`src/lwwd_pkg.sv`:
```
package lwwd_pkg;
    localparam int CLK_MHZ = 100;
    // Timing figures in their own units
    localparam int RST_HOLD_US = 1000;
    localparam int NREQ_TIMEOUT_MS = 150;
    localparam int WD_INT_MS = 150;
    localparam int WD_EXT_MS = 100;
    localparam int CYC_BASE_MS = 50;
    localparam int LIN_FILT_US = 70;
    localparam int GLITCH_US = 1;
    localparam int MS_US = 1000;
    // Cycle counts
    localparam int GLITCH_CYC = GLITCH_US * CLK_MHZ;
    localparam int MS_CYC_DEF = MS_US * CLK_MHZ;
    localparam int RST_HOLD_CYC_DEF = RST_HOLD_US * CLK_MHZ;
    localparam int LIN_FILT_CYC_DEF = LIN_FILT_US * CLK_MHZ;
    // Reset values
    localparam logic [3:0] LX_RST = 4'h0;
    localparam logic [23:0] CNT_RST = 24'h00_0000;

    typedef enum logic [2:0] {
        ST_RESET,
        ST_NREQ,
        ST_NORMAL,
        ST_STOP,
        ST_SLEEP
    } lwwd_state_t;
endpackage

```
`src/lwwd_top.sv`:
```
`timescale 1ns/1ps
module lwwd_top import lwwd_pkg::*; #(
    parameter int MS_CYC = MS_CYC_DEF,
    parameter int RST_HOLD_CYC = RST_HOLD_CYC_DEF,
    parameter int LIN_FILT_CYC = LIN_FILT_CYC_DEF
) (
    // Clock and reset
    input wire logic clk,
    input wire logic rst_n,
    // Mode commands from the serial interface
    input wire logic cmd_normal,
    input wire logic cmd_sleep,
    input wire logic cmd_stop,
    input wire logic mode_command_field_wr,
    input wire logic isr_read,
    // Configuration bits
    input wire logic [3:0] input_wake_enable,
    input wire logic [1:0] high_side_switch,
    input wire logic cyclic_or_watchdog_select,
    input wire logic [1:0] period_select_bits,
    input wire logic [1:0] wd_prescale,
    input wire logic receive_only_bit,
    input wire logic mux_active,
    input wire logic [1:0] mux_channel,
    // Pins and analog conditions
    input wire logic [3:0] wake_input,
    input wire logic cs_n,
    input wire logic rst_pin_n,
    input wire logic lin_rx,
    input wire logic vdd_low,
    input wire logic cfg_ground,
    input wire logic cfg_resistor,
    // Outputs
    output logic irq_n,
    output logic rst_out_n,
    output logic regulator_on,
    output logic [1:0] high_side_drive,
    output logic [3:0] wake_input_status,
    output logic wake_src_lx,
    output logic wake_src_lin,
    output logic wake_src_timer,
    output logic watchdog_off_flag,
    output logic wd_timebase_fault,
    output lwwd_state_t mode_state
);
    // ********************************************************************
    // Helpers
    // ********************************************************************
    function automatic logic [23:0] scaled_len(input int base, input logic [1:0] sel);
        scaled_len = 24'(base) << sel;
    endfunction

    lwwd_state_t st_ff;
    logic [23:0] ms_div_ff;
    logic [23:0] lp_cnt_ff;
    logic [23:0] wd_cnt_ff;
    logic [23:0] nreq_cnt_ff;
    logic [23:0] hold_cnt_ff;
    logic [23:0] lin_cnt_ff;
    logic [23:0] rpin_cnt_ff;
    logic [3:0] lx_snap_ff;
    logic [3:0] lx_en_ff;
    logic [1:0] hs_en_ff;
    logic [1:0] per_sel_ff;
    logic cyc_mode_ff;
    logic frc_mode_ff;
    logic cs_n_q_ff;
    logic lin_q_ff;
    logic irq_n_ff;
    logic src_lx_ff;
    logic src_lin_ff;
    logic src_tmr_ff;
    logic wd_off_ff;
    logic wd_fault_ff;
    logic rst_out_n_ff;
    logic reg_on_ff;
    logic [1:0] hs_drv_ff;
    logic [3:0] lx_stat_ff;

    // ********************************************************************
    // Decoding
    // ********************************************************************
    wire ms_tick = (ms_div_ff == 24'(MS_CYC - 1));
    wire in_stop = (st_ff == ST_STOP);
    wire in_sleep = (st_ff == ST_SLEEP);
    wire low_pwr = in_stop | in_sleep;
    wire [3:0] mux_mask = mux_active ? (4'h1 << mux_channel) : 4'h0;
    wire [3:0] lx_diff = (wake_input ^ lx_snap_ff) & lx_en_ff;
    wire [23:0] per_len = scaled_len(CYC_BASE_MS, per_sel_ff);
    wire per_last = (lp_cnt_ff == per_len - 24'h00_0001);
    wire per_end = low_pwr & ms_tick & per_last;
    wire nxt_cyc_mode = cyclic_or_watchdog_select & (|high_side_switch);
    wire nxt_frc_mode = cyclic_or_watchdog_select & ~(|high_side_switch);
    wire dir_wake = low_pwr & ~cyc_mode_ff & (|lx_diff);
    wire cyc_wake = cyc_mode_ff & per_end & (|lx_diff);
    wire frc_wake = frc_mode_ff & per_end;
    wire lin_long = (lin_cnt_ff >= 24'(LIN_FILT_CYC));
    wire lin_rise = lin_rx & ~lin_q_ff;
    wire lin_wake = low_pwr & lin_rise & lin_long & ~(in_stop & receive_only_bit);
    wire cs_wake = in_stop & cs_n & ~cs_n_q_ff;
    wire rpin_low = (rpin_cnt_ff == 24'(GLITCH_CYC));
    wire rpin_wake = in_stop & rpin_low;
    wire irq_wake = dir_wake | cyc_wake | frc_wake | lin_wake;
    wire any_wake = irq_wake | cs_wake | rpin_wake;
    wire [23:0] wd_len = scaled_len(cfg_resistor ? WD_EXT_MS : WD_INT_MS, wd_prescale);
    wire [23:0] wd_half = {1'b0, wd_len[23:1]};
    wire wd_bad_clr = mode_command_field_wr & (wd_cnt_ff < wd_half);
    wire wd_ovf = ms_tick & (wd_cnt_ff == wd_len - 24'h00_0001);
    wire wd_fail = (st_ff == ST_NORMAL) & ~wd_off_ff & (wd_bad_clr | wd_ovf);
    wire nreq_to = (st_ff == ST_NREQ) & ms_tick
        & (nreq_cnt_ff == 24'(NREQ_TIMEOUT_MS - 1));
    wire rst_cause = vdd_low | rpin_low;
    wire hold_done = (hold_cnt_ff == 24'(RST_HOLD_CYC));
    wire lp_enter = (st_ff == ST_NORMAL) & (cmd_sleep | cmd_stop);
    wire [23:0] nxt_lin_cnt = lin_rx ? CNT_RST : (lin_long ? lin_cnt_ff : lin_cnt_ff + 24'h1);
    wire [23:0] nxt_rpin_cnt = rst_pin_n ? CNT_RST
        : (rpin_low ? rpin_cnt_ff : rpin_cnt_ff + 24'h1);

    // ********************************************************************
    // Mode sequencer
    // ********************************************************************
    always_ff @(posedge clk) begin
        if (!rst_n) begin
            st_ff <= ST_RESET;
        end else begin
            case (st_ff)
                ST_RESET: begin
                    if (hold_done && !rst_cause) begin
                        st_ff <= cfg_ground ? ST_NORMAL : ST_NREQ;
                    end
                end
                ST_NREQ: begin
                    if (rst_cause || nreq_to) begin
                        st_ff <= ST_RESET;
                    end else if (cmd_normal) begin
                        st_ff <= ST_NORMAL;
                    end
                end
                ST_NORMAL: begin
                    if (rst_cause || wd_fail) begin
                        st_ff <= ST_RESET;
                    end else if (cmd_sleep) begin
                        st_ff <= ST_SLEEP;
                    end else if (cmd_stop) begin
                        st_ff <= ST_STOP;
                    end
                end
                ST_STOP: begin
                    if (vdd_low) begin
                        st_ff <= ST_RESET;
                    end else if (rpin_wake) begin
                        st_ff <= wd_off_ff ? ST_NORMAL : ST_NREQ;
                    end else if (any_wake) begin
                        st_ff <= ST_NREQ;
                    end
                end
                ST_SLEEP: begin
                    if (irq_wake) begin
                        st_ff <= ST_RESET;
                    end
                end
                default: begin
                    st_ff <= ST_RESET;
                end
            endcase
        end
    end

    // ********************************************************************
    // Timers and filters
    // ********************************************************************
    always_ff @(posedge clk) begin
        if (!rst_n) begin
            ms_div_ff <= CNT_RST;
            lin_cnt_ff <= CNT_RST;
            rpin_cnt_ff <= CNT_RST;
            cs_n_q_ff <= 1'b1;
            lin_q_ff <= 1'b1;
        end else begin
            ms_div_ff <= ms_tick ? CNT_RST : ms_div_ff + 24'h1;
            lin_cnt_ff <= nxt_lin_cnt;
            rpin_cnt_ff <= nxt_rpin_cnt;
            cs_n_q_ff <= cs_n;
            lin_q_ff <= lin_rx;
        end
    end

    always_ff @(posedge clk) begin
        if (!rst_n || !low_pwr || per_end) begin
            lp_cnt_ff <= CNT_RST;
        end else if (ms_tick) begin
            lp_cnt_ff <= lp_cnt_ff + 24'h1;
        end
    end

    always_ff @(posedge clk) begin
        if (!rst_n || st_ff != ST_NORMAL || mode_command_field_wr) begin
            wd_cnt_ff <= CNT_RST;
        end else if (ms_tick) begin
            wd_cnt_ff <= wd_cnt_ff + 24'h1;
        end
    end

    always_ff @(posedge clk) begin
        if (!rst_n || st_ff != ST_NREQ) begin
            nreq_cnt_ff <= CNT_RST;
        end else if (ms_tick) begin
            nreq_cnt_ff <= nreq_cnt_ff + 24'h1;
        end
    end

    always_ff @(posedge clk) begin
        if (!rst_n || st_ff != ST_RESET || rst_cause) begin
            hold_cnt_ff <= CNT_RST;
        end else if (!hold_done) begin
            hold_cnt_ff <= hold_cnt_ff + 24'h1;
        end
    end

    // ********************************************************************
    // Low-power configuration capture
    // ********************************************************************
    always_ff @(posedge clk) begin
        if (!rst_n) begin
            lx_snap_ff <= LX_RST;
            lx_en_ff <= LX_RST;
            hs_en_ff <= 2'h0;
            per_sel_ff <= 2'h0;
            cyc_mode_ff <= 1'b0;
            frc_mode_ff <= 1'b0;
        end else if (lp_enter) begin
            lx_snap_ff <= wake_input;
            lx_en_ff <= input_wake_enable & ~mux_mask;
            hs_en_ff <= high_side_switch;
            per_sel_ff <= period_select_bits;
            cyc_mode_ff <= nxt_cyc_mode;
            frc_mode_ff <= nxt_frc_mode;
        end else if (cyc_mode_ff && per_end) begin
            lx_snap_ff <= wake_input;
        end
    end

    // ********************************************************************
    // Status, interrupt and pin outputs
    // ********************************************************************
    always_ff @(posedge clk) begin
        if (!rst_n) begin
            irq_n_ff <= 1'b1;
            src_lx_ff <= 1'b0;
            src_lin_ff <= 1'b0;
            src_tmr_ff <= 1'b0;
        end else begin
            irq_n_ff <= !((in_stop && irq_wake && !vdd_low && !rpin_wake)
                || (!irq_n_ff && !isr_read));
            src_lx_ff <= (dir_wake || cyc_wake) || (src_lx_ff && !isr_read);
            src_lin_ff <= lin_wake || (src_lin_ff && !isr_read);
            src_tmr_ff <= frc_wake || (src_tmr_ff && !isr_read);
        end
    end

    always_ff @(posedge clk) begin
        if (!rst_n) begin
            wd_off_ff <= 1'b0;
            wd_fault_ff <= 1'b0;
        end else if (st_ff == ST_RESET) begin
            wd_off_ff <= cfg_ground;
            wd_fault_ff <= ~cfg_ground & ~cfg_resistor;
        end
    end

    always_ff @(posedge clk) begin
        if (!rst_n) begin
            rst_out_n_ff <= 1'b0;
            reg_on_ff <= 1'b1;
            hs_drv_ff <= 2'h0;
            lx_stat_ff <= LX_RST;
        end else begin
            rst_out_n_ff <= (st_ff != ST_RESET) && !(in_sleep && irq_wake);
            reg_on_ff <= !in_sleep || irq_wake;
            // Switches driven through last millisecond of cyclic period
            hs_drv_ff <= (cyc_mode_ff && low_pwr && per_last) ? hs_en_ff : 2'h0;
            lx_stat_ff <= wake_input;
        end
    end

    assign irq_n = irq_n_ff;
    assign rst_out_n = rst_out_n_ff;
    assign regulator_on = reg_on_ff;
    assign high_side_drive = hs_drv_ff;
    assign wake_input_status = lx_stat_ff;
    assign wake_src_lx = src_lx_ff;
    assign wake_src_lin = src_lin_ff;
    assign wake_src_timer = src_tmr_ff;
    assign watchdog_off_flag = wd_off_ff;
    assign wd_timebase_fault = wd_fault_ff;
    assign mode_state = st_ff;
endmodule

```
`config.mk`:
```
export PLATFORM = sky130hd
export DESIGN_NAME = lwwd_top
export DESIGN_NICKNAME = d
export VERILOG_FILES = /design/src/lwwd_pkg.sv /design/src/lwwd_top.sv
export SDC_FILE = /design/constraint.sdc
export NUM_CORES = 1
export LEC_CHECK = 0
export CAP_MARGIN = 10
export CORE_ASPECT_RATIO = 2
export CORE_UTILIZATION = 57
export CTS_CLUSTER_DIAMETER = 200
export DETAILED_ROUTE_END_ITERATION = 8
export DONT_BUFFER_PORTS = 1
export PLACE_DENSITY = 0.77
export SYNTH_ARGS = -nofsm -noshare
export SYNTH_HDL_FRONTEND = slang
export SYNTH_SLANG_ARGS = --single-unit
```
`constraint.sdc`:
```
create_clock -name clk -period 4.49 [get_ports clk]
set_input_delay 0.898 -clock clk [delete_from_list [all_inputs] [get_ports clk]]
set_output_delay 0.898 -clock clk [all_outputs]
set_load 0.05 [all_outputs]
```
; ---- Word-level counts from Yosys, hierarchy flattened
; Cells that the tools add are included.
[totals]
reg_bits = 201
inputBits = 32
[classes]
n_reduce_logical = 48
n_lt_le_gt_ge = 2
shifts = 3
n_mux = 17
add_sub_neg = 9
eq_ne = 17
bitwise_logic = 47
[op_table]
columns = cell, n
row1 = "24-bit by 1-bit adder with 24-bit output, second input constant", 7
row2 = "24-bit by 17-bit equality test with 1-bit output, second input constant", 2
row3 = 24-bit equality test, 2
row4 = "24-bit by 1-bit subtractor with 24-bit output, second input constant", 2
row5 = 3-bit two-way mux, 10
row6 = 1-bit bitwise AND, 25
row7 = "24-bit by 7-bit equality test with 1-bit output, second input constant", 1
row8 = "24-bit by 8-bit equality test with 1-bit output, second input constant", 1
row9 = "24-bit by 13-bit >= comparator with 1-bit output, second input constant", 1
row10 = 24-bit by 23-bit less-than comparator with 1-bit output, 1
row11 = "6-bit by 2-bit << shifter with 24-bit output, first input constant", 1
row12 = 8-bit by 2-bit << shifter with 24-bit output, 1
row13 = 1-bit logical OR, 15
row14 = 3-bit one-hot mux with 5 select lines, 1
row15 = 1-bit logical AND, 13
row16 = 4-bit two-way mux, 3
row17 = 1-bit zero test, 10
row18 = 1-bit NOT, 9
row19 = 1-bit OR, 9
row20 = 4-bit bitwise AND, 2
row21 = 8-bit two-way mux, 1
row22 = 2-bit OR reduction, 4
row23 = "3-bit by 2-bit equality test with 1-bit output, second input constant", 2
row24 = "3-bit by 2-bit != test with 1-bit output, second input constant", 2
row25 = other kinds (17), 18

; ---- Longest topological paths before layout
[logic_depth]
ltp_word = 15
mapped_depth = 14
depth_no_buf = 12

; ---- Worst setup path after synthesis
; Ideal clock, no wire load.
[synth_timing]
path_type = input-to-reg
startpoint = in cfg_resistor
endpoint = reg st_ff[0], in the netlist mode_state[0]
arrival_time_ns = 3.552
n_path_buf = 2
cell_stages = 12
required_time_ns = 4.432
setup_slack_ns = 0.880
cell_sequence = clkbuf_1 > inv_1 > ha_1 > clkbuf_1 > or3_1 > a221oi_1 > o211a_1 > o2111ai_1 > a2111oi_0 > nor2_1 > a21boi_0 > o221a_2
[synth_via]
elab_chain_cells = 10
elab_cells_between_ends = 14
[synth_rtl]
columns = item, line
row1 = start: declaration, lwwd_top.sv:32  ; input wire logic cfg_resistor,
row2 = 8-bit two-way mux (*), lwwd_top.sv:105  ; wire [23:0] wd_len = scaled_len(cfg_resistor ? WD_EXT_MS : WD_INT_MS, wd_prescale);
row3 = 8-bit by 2-bit << shifter with 24-bit output (*), lwwd_top.sv:50  ; scaled_len = 24'(base) << sel;
row4 = 24-bit by 1-bit subtractor with 24-bit output, lwwd_top.sv:108  ; wire wd_ovf = ms_tick & (wd_cnt_ff == wd_len - 24'h00_0001);
row5 = 24-bit equality test, lwwd_top.sv:108
row6 = 1-bit bitwise AND, lwwd_top.sv:108
row7 = 1-bit OR (*), lwwd_top.sv:109  ; wire wd_fail = (st_ff == ST_NORMAL) & ~wd_off_ff & (wd_bad_clr | wd_ovf);
row8 = 1-bit bitwise AND (*), lwwd_top.sv:109
row9 = 1-bit logical OR (*), lwwd_top.sv:140  ; if (rst_cause || wd_fail) begin
row10 = 4-bit by 3-bit != test with 1-bit output (no line) or 3-bit two-way mux (tied branches), n/a
row11 = 5-bit AND reduction (no line) or 3-bit one-hot mux with 5 select lines (tied branches), n/a
row12 = end signal: assignment, lwwd_top.sv:129  ; st_ff <= cfg_ground ? ST_NORMAL : ST_NREQ;
row13 = end signal: assignment, lwwd_top.sv:152  ; st_ff <= wd_off_ff ? ST_NORMAL : ST_NREQ;
row14 = end: declaration, lwwd_top.sv:53  ; lwwd_state_t st_ff;
; Mark *: on every way between the ends. The rest lies on a longest branch, timed or not.
; A chain may end at the register's enable or synchronous reset.

; ---- Final worst setup path
[layout_timing]
startpoint = reg ms_div_ff[3]
endpoint = reg st_ff[0], in the netlist mode_state[0]
[layout_via]
elab_chain_cells = 12
elab_cells_between_ends = 26
[layout_rtl]
columns = item, line
row1 = start: declaration, lwwd_top.sv:54  ; logic [23:0] ms_div_ff;
row2 = start signal: assignment, lwwd_top.sv:180  ; ms_div_ff <= ms_tick ? CNT_RST : ms_div_ff + 24'h1;
row3 = 24-bit by 17-bit equality test with 1-bit output (*), lwwd_top.sv:83  ; wire ms_tick = (ms_div_ff == 24'(MS_CYC - 1));
row4 = 1-bit bitwise AND (2 in series), lwwd_top.sv:91  ; wire per_end = low_pwr & ms_tick & per_last;
row5 = 1-bit bitwise AND (2 in series), lwwd_top.sv:95  ; wire cyc_wake = cyc_mode_ff & per_end & (|lx_diff);
row6 = 1-bit OR (3 in series), lwwd_top.sv:103  ; wire irq_wake = dir_wake | cyc_wake | frc_wake | lin_wake;
row7 = 1-bit OR (2 in series), lwwd_top.sv:104  ; wire any_wake = irq_wake | cs_wake | rpin_wake;
row8 = 4-bit by 2-bit != test with 1-bit output (no line), n/a
row9 = 5-bit AND reduction (no line), n/a
; Marks and branches as above.

==> flow_summary.ini <==
[global_routing]
grt_pass1_vias = 7485
grt_pass1_wl_um = 33400
antenna_found_initial = 0
grt.total_usage_pct = 23.6
grt_max_degree = 39
overflow = 0

[die]
ios = 49
row_count = 66
dieArea_um2 = 17200
start_util_pct = 58.2
core_area_um2 = 16300
die_w_um = 93.2
die_h_um = 184

[power_and_ir_drop]
power_mw = 3.90
peakVddDrop_uv = 369
p_leak_nw = 3.57
powerDensity_nw_per_um2 = 380

[run]
cap_violations = 0

[route]
via_count = 7543
wirelength_um = 19700
drc_errors = 0
first_pass_iters = 5
avgViaCountPerCell = 5.73
ant_nets = 0
routedWlPerCell_um = 15.0
drt_iter0_markers = 261

[outcome]
outcome = completed

[cts]
cts_tree = done
cts_hold_buf = 0
post_cts_buffers = 0
root_buffer = clkbuf_16
cts_buffer_depth = 3
cts.sinks = 201
cts_resized = 0
clkSlewWorstSetupHoldPaths_ns = 0.07
numCtsBuffers = 19
ctsHtreeMaxLevel = 1
clkLatencyLatePin_ns = 0.49

[place]
dp_hpwl_um = 14200
io_buffers = 0
dpl_cell_area_um2 = 9610
place_congestion = 0.851

[timing]
final-setup-viol-count = 0
hold_viol = 0
grt_setup_unrepaired = no
final_max_slew_viol_count = 0
tns_ns = 0
maxSlewHeadroom_pct = 36.6
fmax_mhz = 316
fin_worst_skew_ns = 0.00870
fin_crit_ns = 3.16
period_share_pct = 70.4
tightest_slew_ns = 0.950

[yosys]
syn-cell-area_um2 = 9480
ys_top_cells_by_area = dfxtp_1 42%, xor2_1 9.0%, nor2_1 7.1%
synth_nets = 1168
synth_cells = 1109
synth_top_flop_cell = dfxtp_1
synth_top_area_share_pct = 42.5
synth-async-reset-ratio_pct = 0
seq_area_frac_synth_pct = 42.5
synth_seq_cells = 201
synth_cell_types = 60
synth-edff-count = 0
yosysWarningCount = 0
avgSynthCellArea_um2 = 8.54
synth_top_cell_by_area = dfxtp_1

[min_path]
hold_class = reg -> reg
hp-start = ms_div_ff[0]
holdPathEnd = ms_div_ff[0]
hold_path_depth = 1

[cells_and_area]
layout-drive-gt1-share_pct = 4.50
antennaDiodeCount = 0
nets = 1159
areaGrowthSynthToFinish_pct = 8.23
finalInstanceArea_um2 = 10300
nFillCells = 1413
final_core_util_pct = 63.0

[critical_path]
ff2ff_setup_slack_ns = 1.33
reg2reg_from = ms_div_ff[3]
r2r-end = mode_state[0]
crit_required_ns = 4.92
reg2reg_depth = 8
crit_path_start_kind = flip-flop
cp.arrival_ns = 3.59
cp-end-kind = flip-flop
cp_max_fo = 11
critPathKind = reg -> reg
## where the power goes
| group | total (mW) | internal (mW) | switching [mW] |
|---|---|---|---|
| Clock | 1.67 | 0.979 | 0.688 |
| Combinational | 0.300 | 0.116 | 0.184 |
| Sequential | 1.93 | 1.82 | 0.108 |
| Total | 3.90 | 2.92 | 0.980 |
## cell families (layout without fill, tap and decap cells)
group | Yosys count | count (layout) | synth area share, %
AO/OA/AOI/OAI | 115 | 115 | 7.69
multiplexers | 11 | 11 | 1.16
flip-flops | 201 | 201 | 42.5
buffers and inverters | 62 | 65 | 2.59
XOR/XNOR | 147 | 147 | 13.6
AND/OR/NAND/NOR | 546 | 546 | 28.9
adder cells (fa/ha/maj) | 27 | 27 | 3.57
## worst max-delay path, cell delays in order, from the launching register on
cell and delay (ns):
dfxtp_1 0.41, nand4_1 0.15, or4_4 0.53, nor2_1 0.65, nand2_1 0.19, o21ai_0 0.54, o21a_1 0.25, a21boi_0 0.20
o221a_2 0.20
## Yosys cell counts, types with 27 or more instances
library cell / count
dfxtp_1: 201
nor2_1: 179
nand2_1: 99
xor2_1: 97
nand3_1: 53
xnor2_1: 50
and3_1: 32
nand4_1: 31
inv_1: 30
a21oi_1: 29
ha_1: 27
o21ai_0: 27
## how the worst max path moves through the flow
stage	to	depth (start not counted)	startpoint	slack, ns
final	mode_state[0]	8	ms_div_ff[3]	1.33
after global routing	mode_state[0]	10	wd_prescale[0]	1.13
after CTS	mode_state[0]	10	wd_prescale[0]	1.34
after detailed placement	mode_state[0]	10	wd_prescale[0]	0.84
after global placement	mode_state[0]	10	wd_prescale[0]	0.83
after floorplan	mode_state[0]	12	cfg_resistor	0.88
## through the flow
stage          hold WS, ns  setup slack, ns  instances
6_report             0.443             1.33       1316
4_1_cts              0.449             1.34       1316
3_3_place_gp         0.429            0.831       1283
2_1_floorplan        0.418            0.880       1109
3_5_place_dp         0.439            0.839       1283
5_1_grt              0.461             1.13       1316
## area by class of cell
type	count	area, um2	share of cell area [%]
clock buffers	27	556	5.42
clock inverters	6	86.3	0.842
inverters	30	113	1.10
multi-input cells	846	5210	50.8
flip-flops and latches	201	4020	39.2
well taps	204	255	2.49
repair buffers	2	15.0	0.146
## placed cells by master, fill, tap and decap left out, types with 17 or more instances in the layout
master / Yosys / final
a21boi_0: 17 / 17
a21oi_1: 29 / 29
and2_1: 24 / 24
and3_1: 32 / 32
clkbuf_16: 0 / 19
dfxtp_1: 201 / 201
ha_1: 27 / 27
inv_1: 30 / 30
nand2_1: 99 / 99
nand3_1: 53 / 53
nand4_1: 31 / 31
nor2_1: 179 / 179
nor2b_1: 17 / 17
nor4_1: 21 / 21
o21ai_0: 27 / 27
or3_1: 17 / 17
xnor2_1: 50 / 50
xor2_1: 97 / 97
## registers in the layout, summed over array words and instances, names as in the netlist, 2 cells and up
name,flops
hold_cnt_ff,24
lin_cnt_ff,24
lp_cnt_ff,24
ms_div_ff,24
nreq_cnt_ff,24
rpin_cnt_ff,24
wd_cnt_ff,24
lx_en_ff,4
lx_snap_ff,4
wake_input_status,4
mode_state,3
high_side_drive,2
hs_en_ff,2
per_sel_ff,2
## per-layer routing
layer | vias to the layer above | share of wire, % | global-route usage (%)
li1 | 3772 | - | -
met5 | - | 0 | 0
met3 | 51 | 3.9 | 3.71
met4 | 0 | 3.2 | 9.85
met2 | 139 | 54 | 45.8
met1 | 3581 | 39 | 24.4
Note: power is estimated with default switching activity, not from simulation.
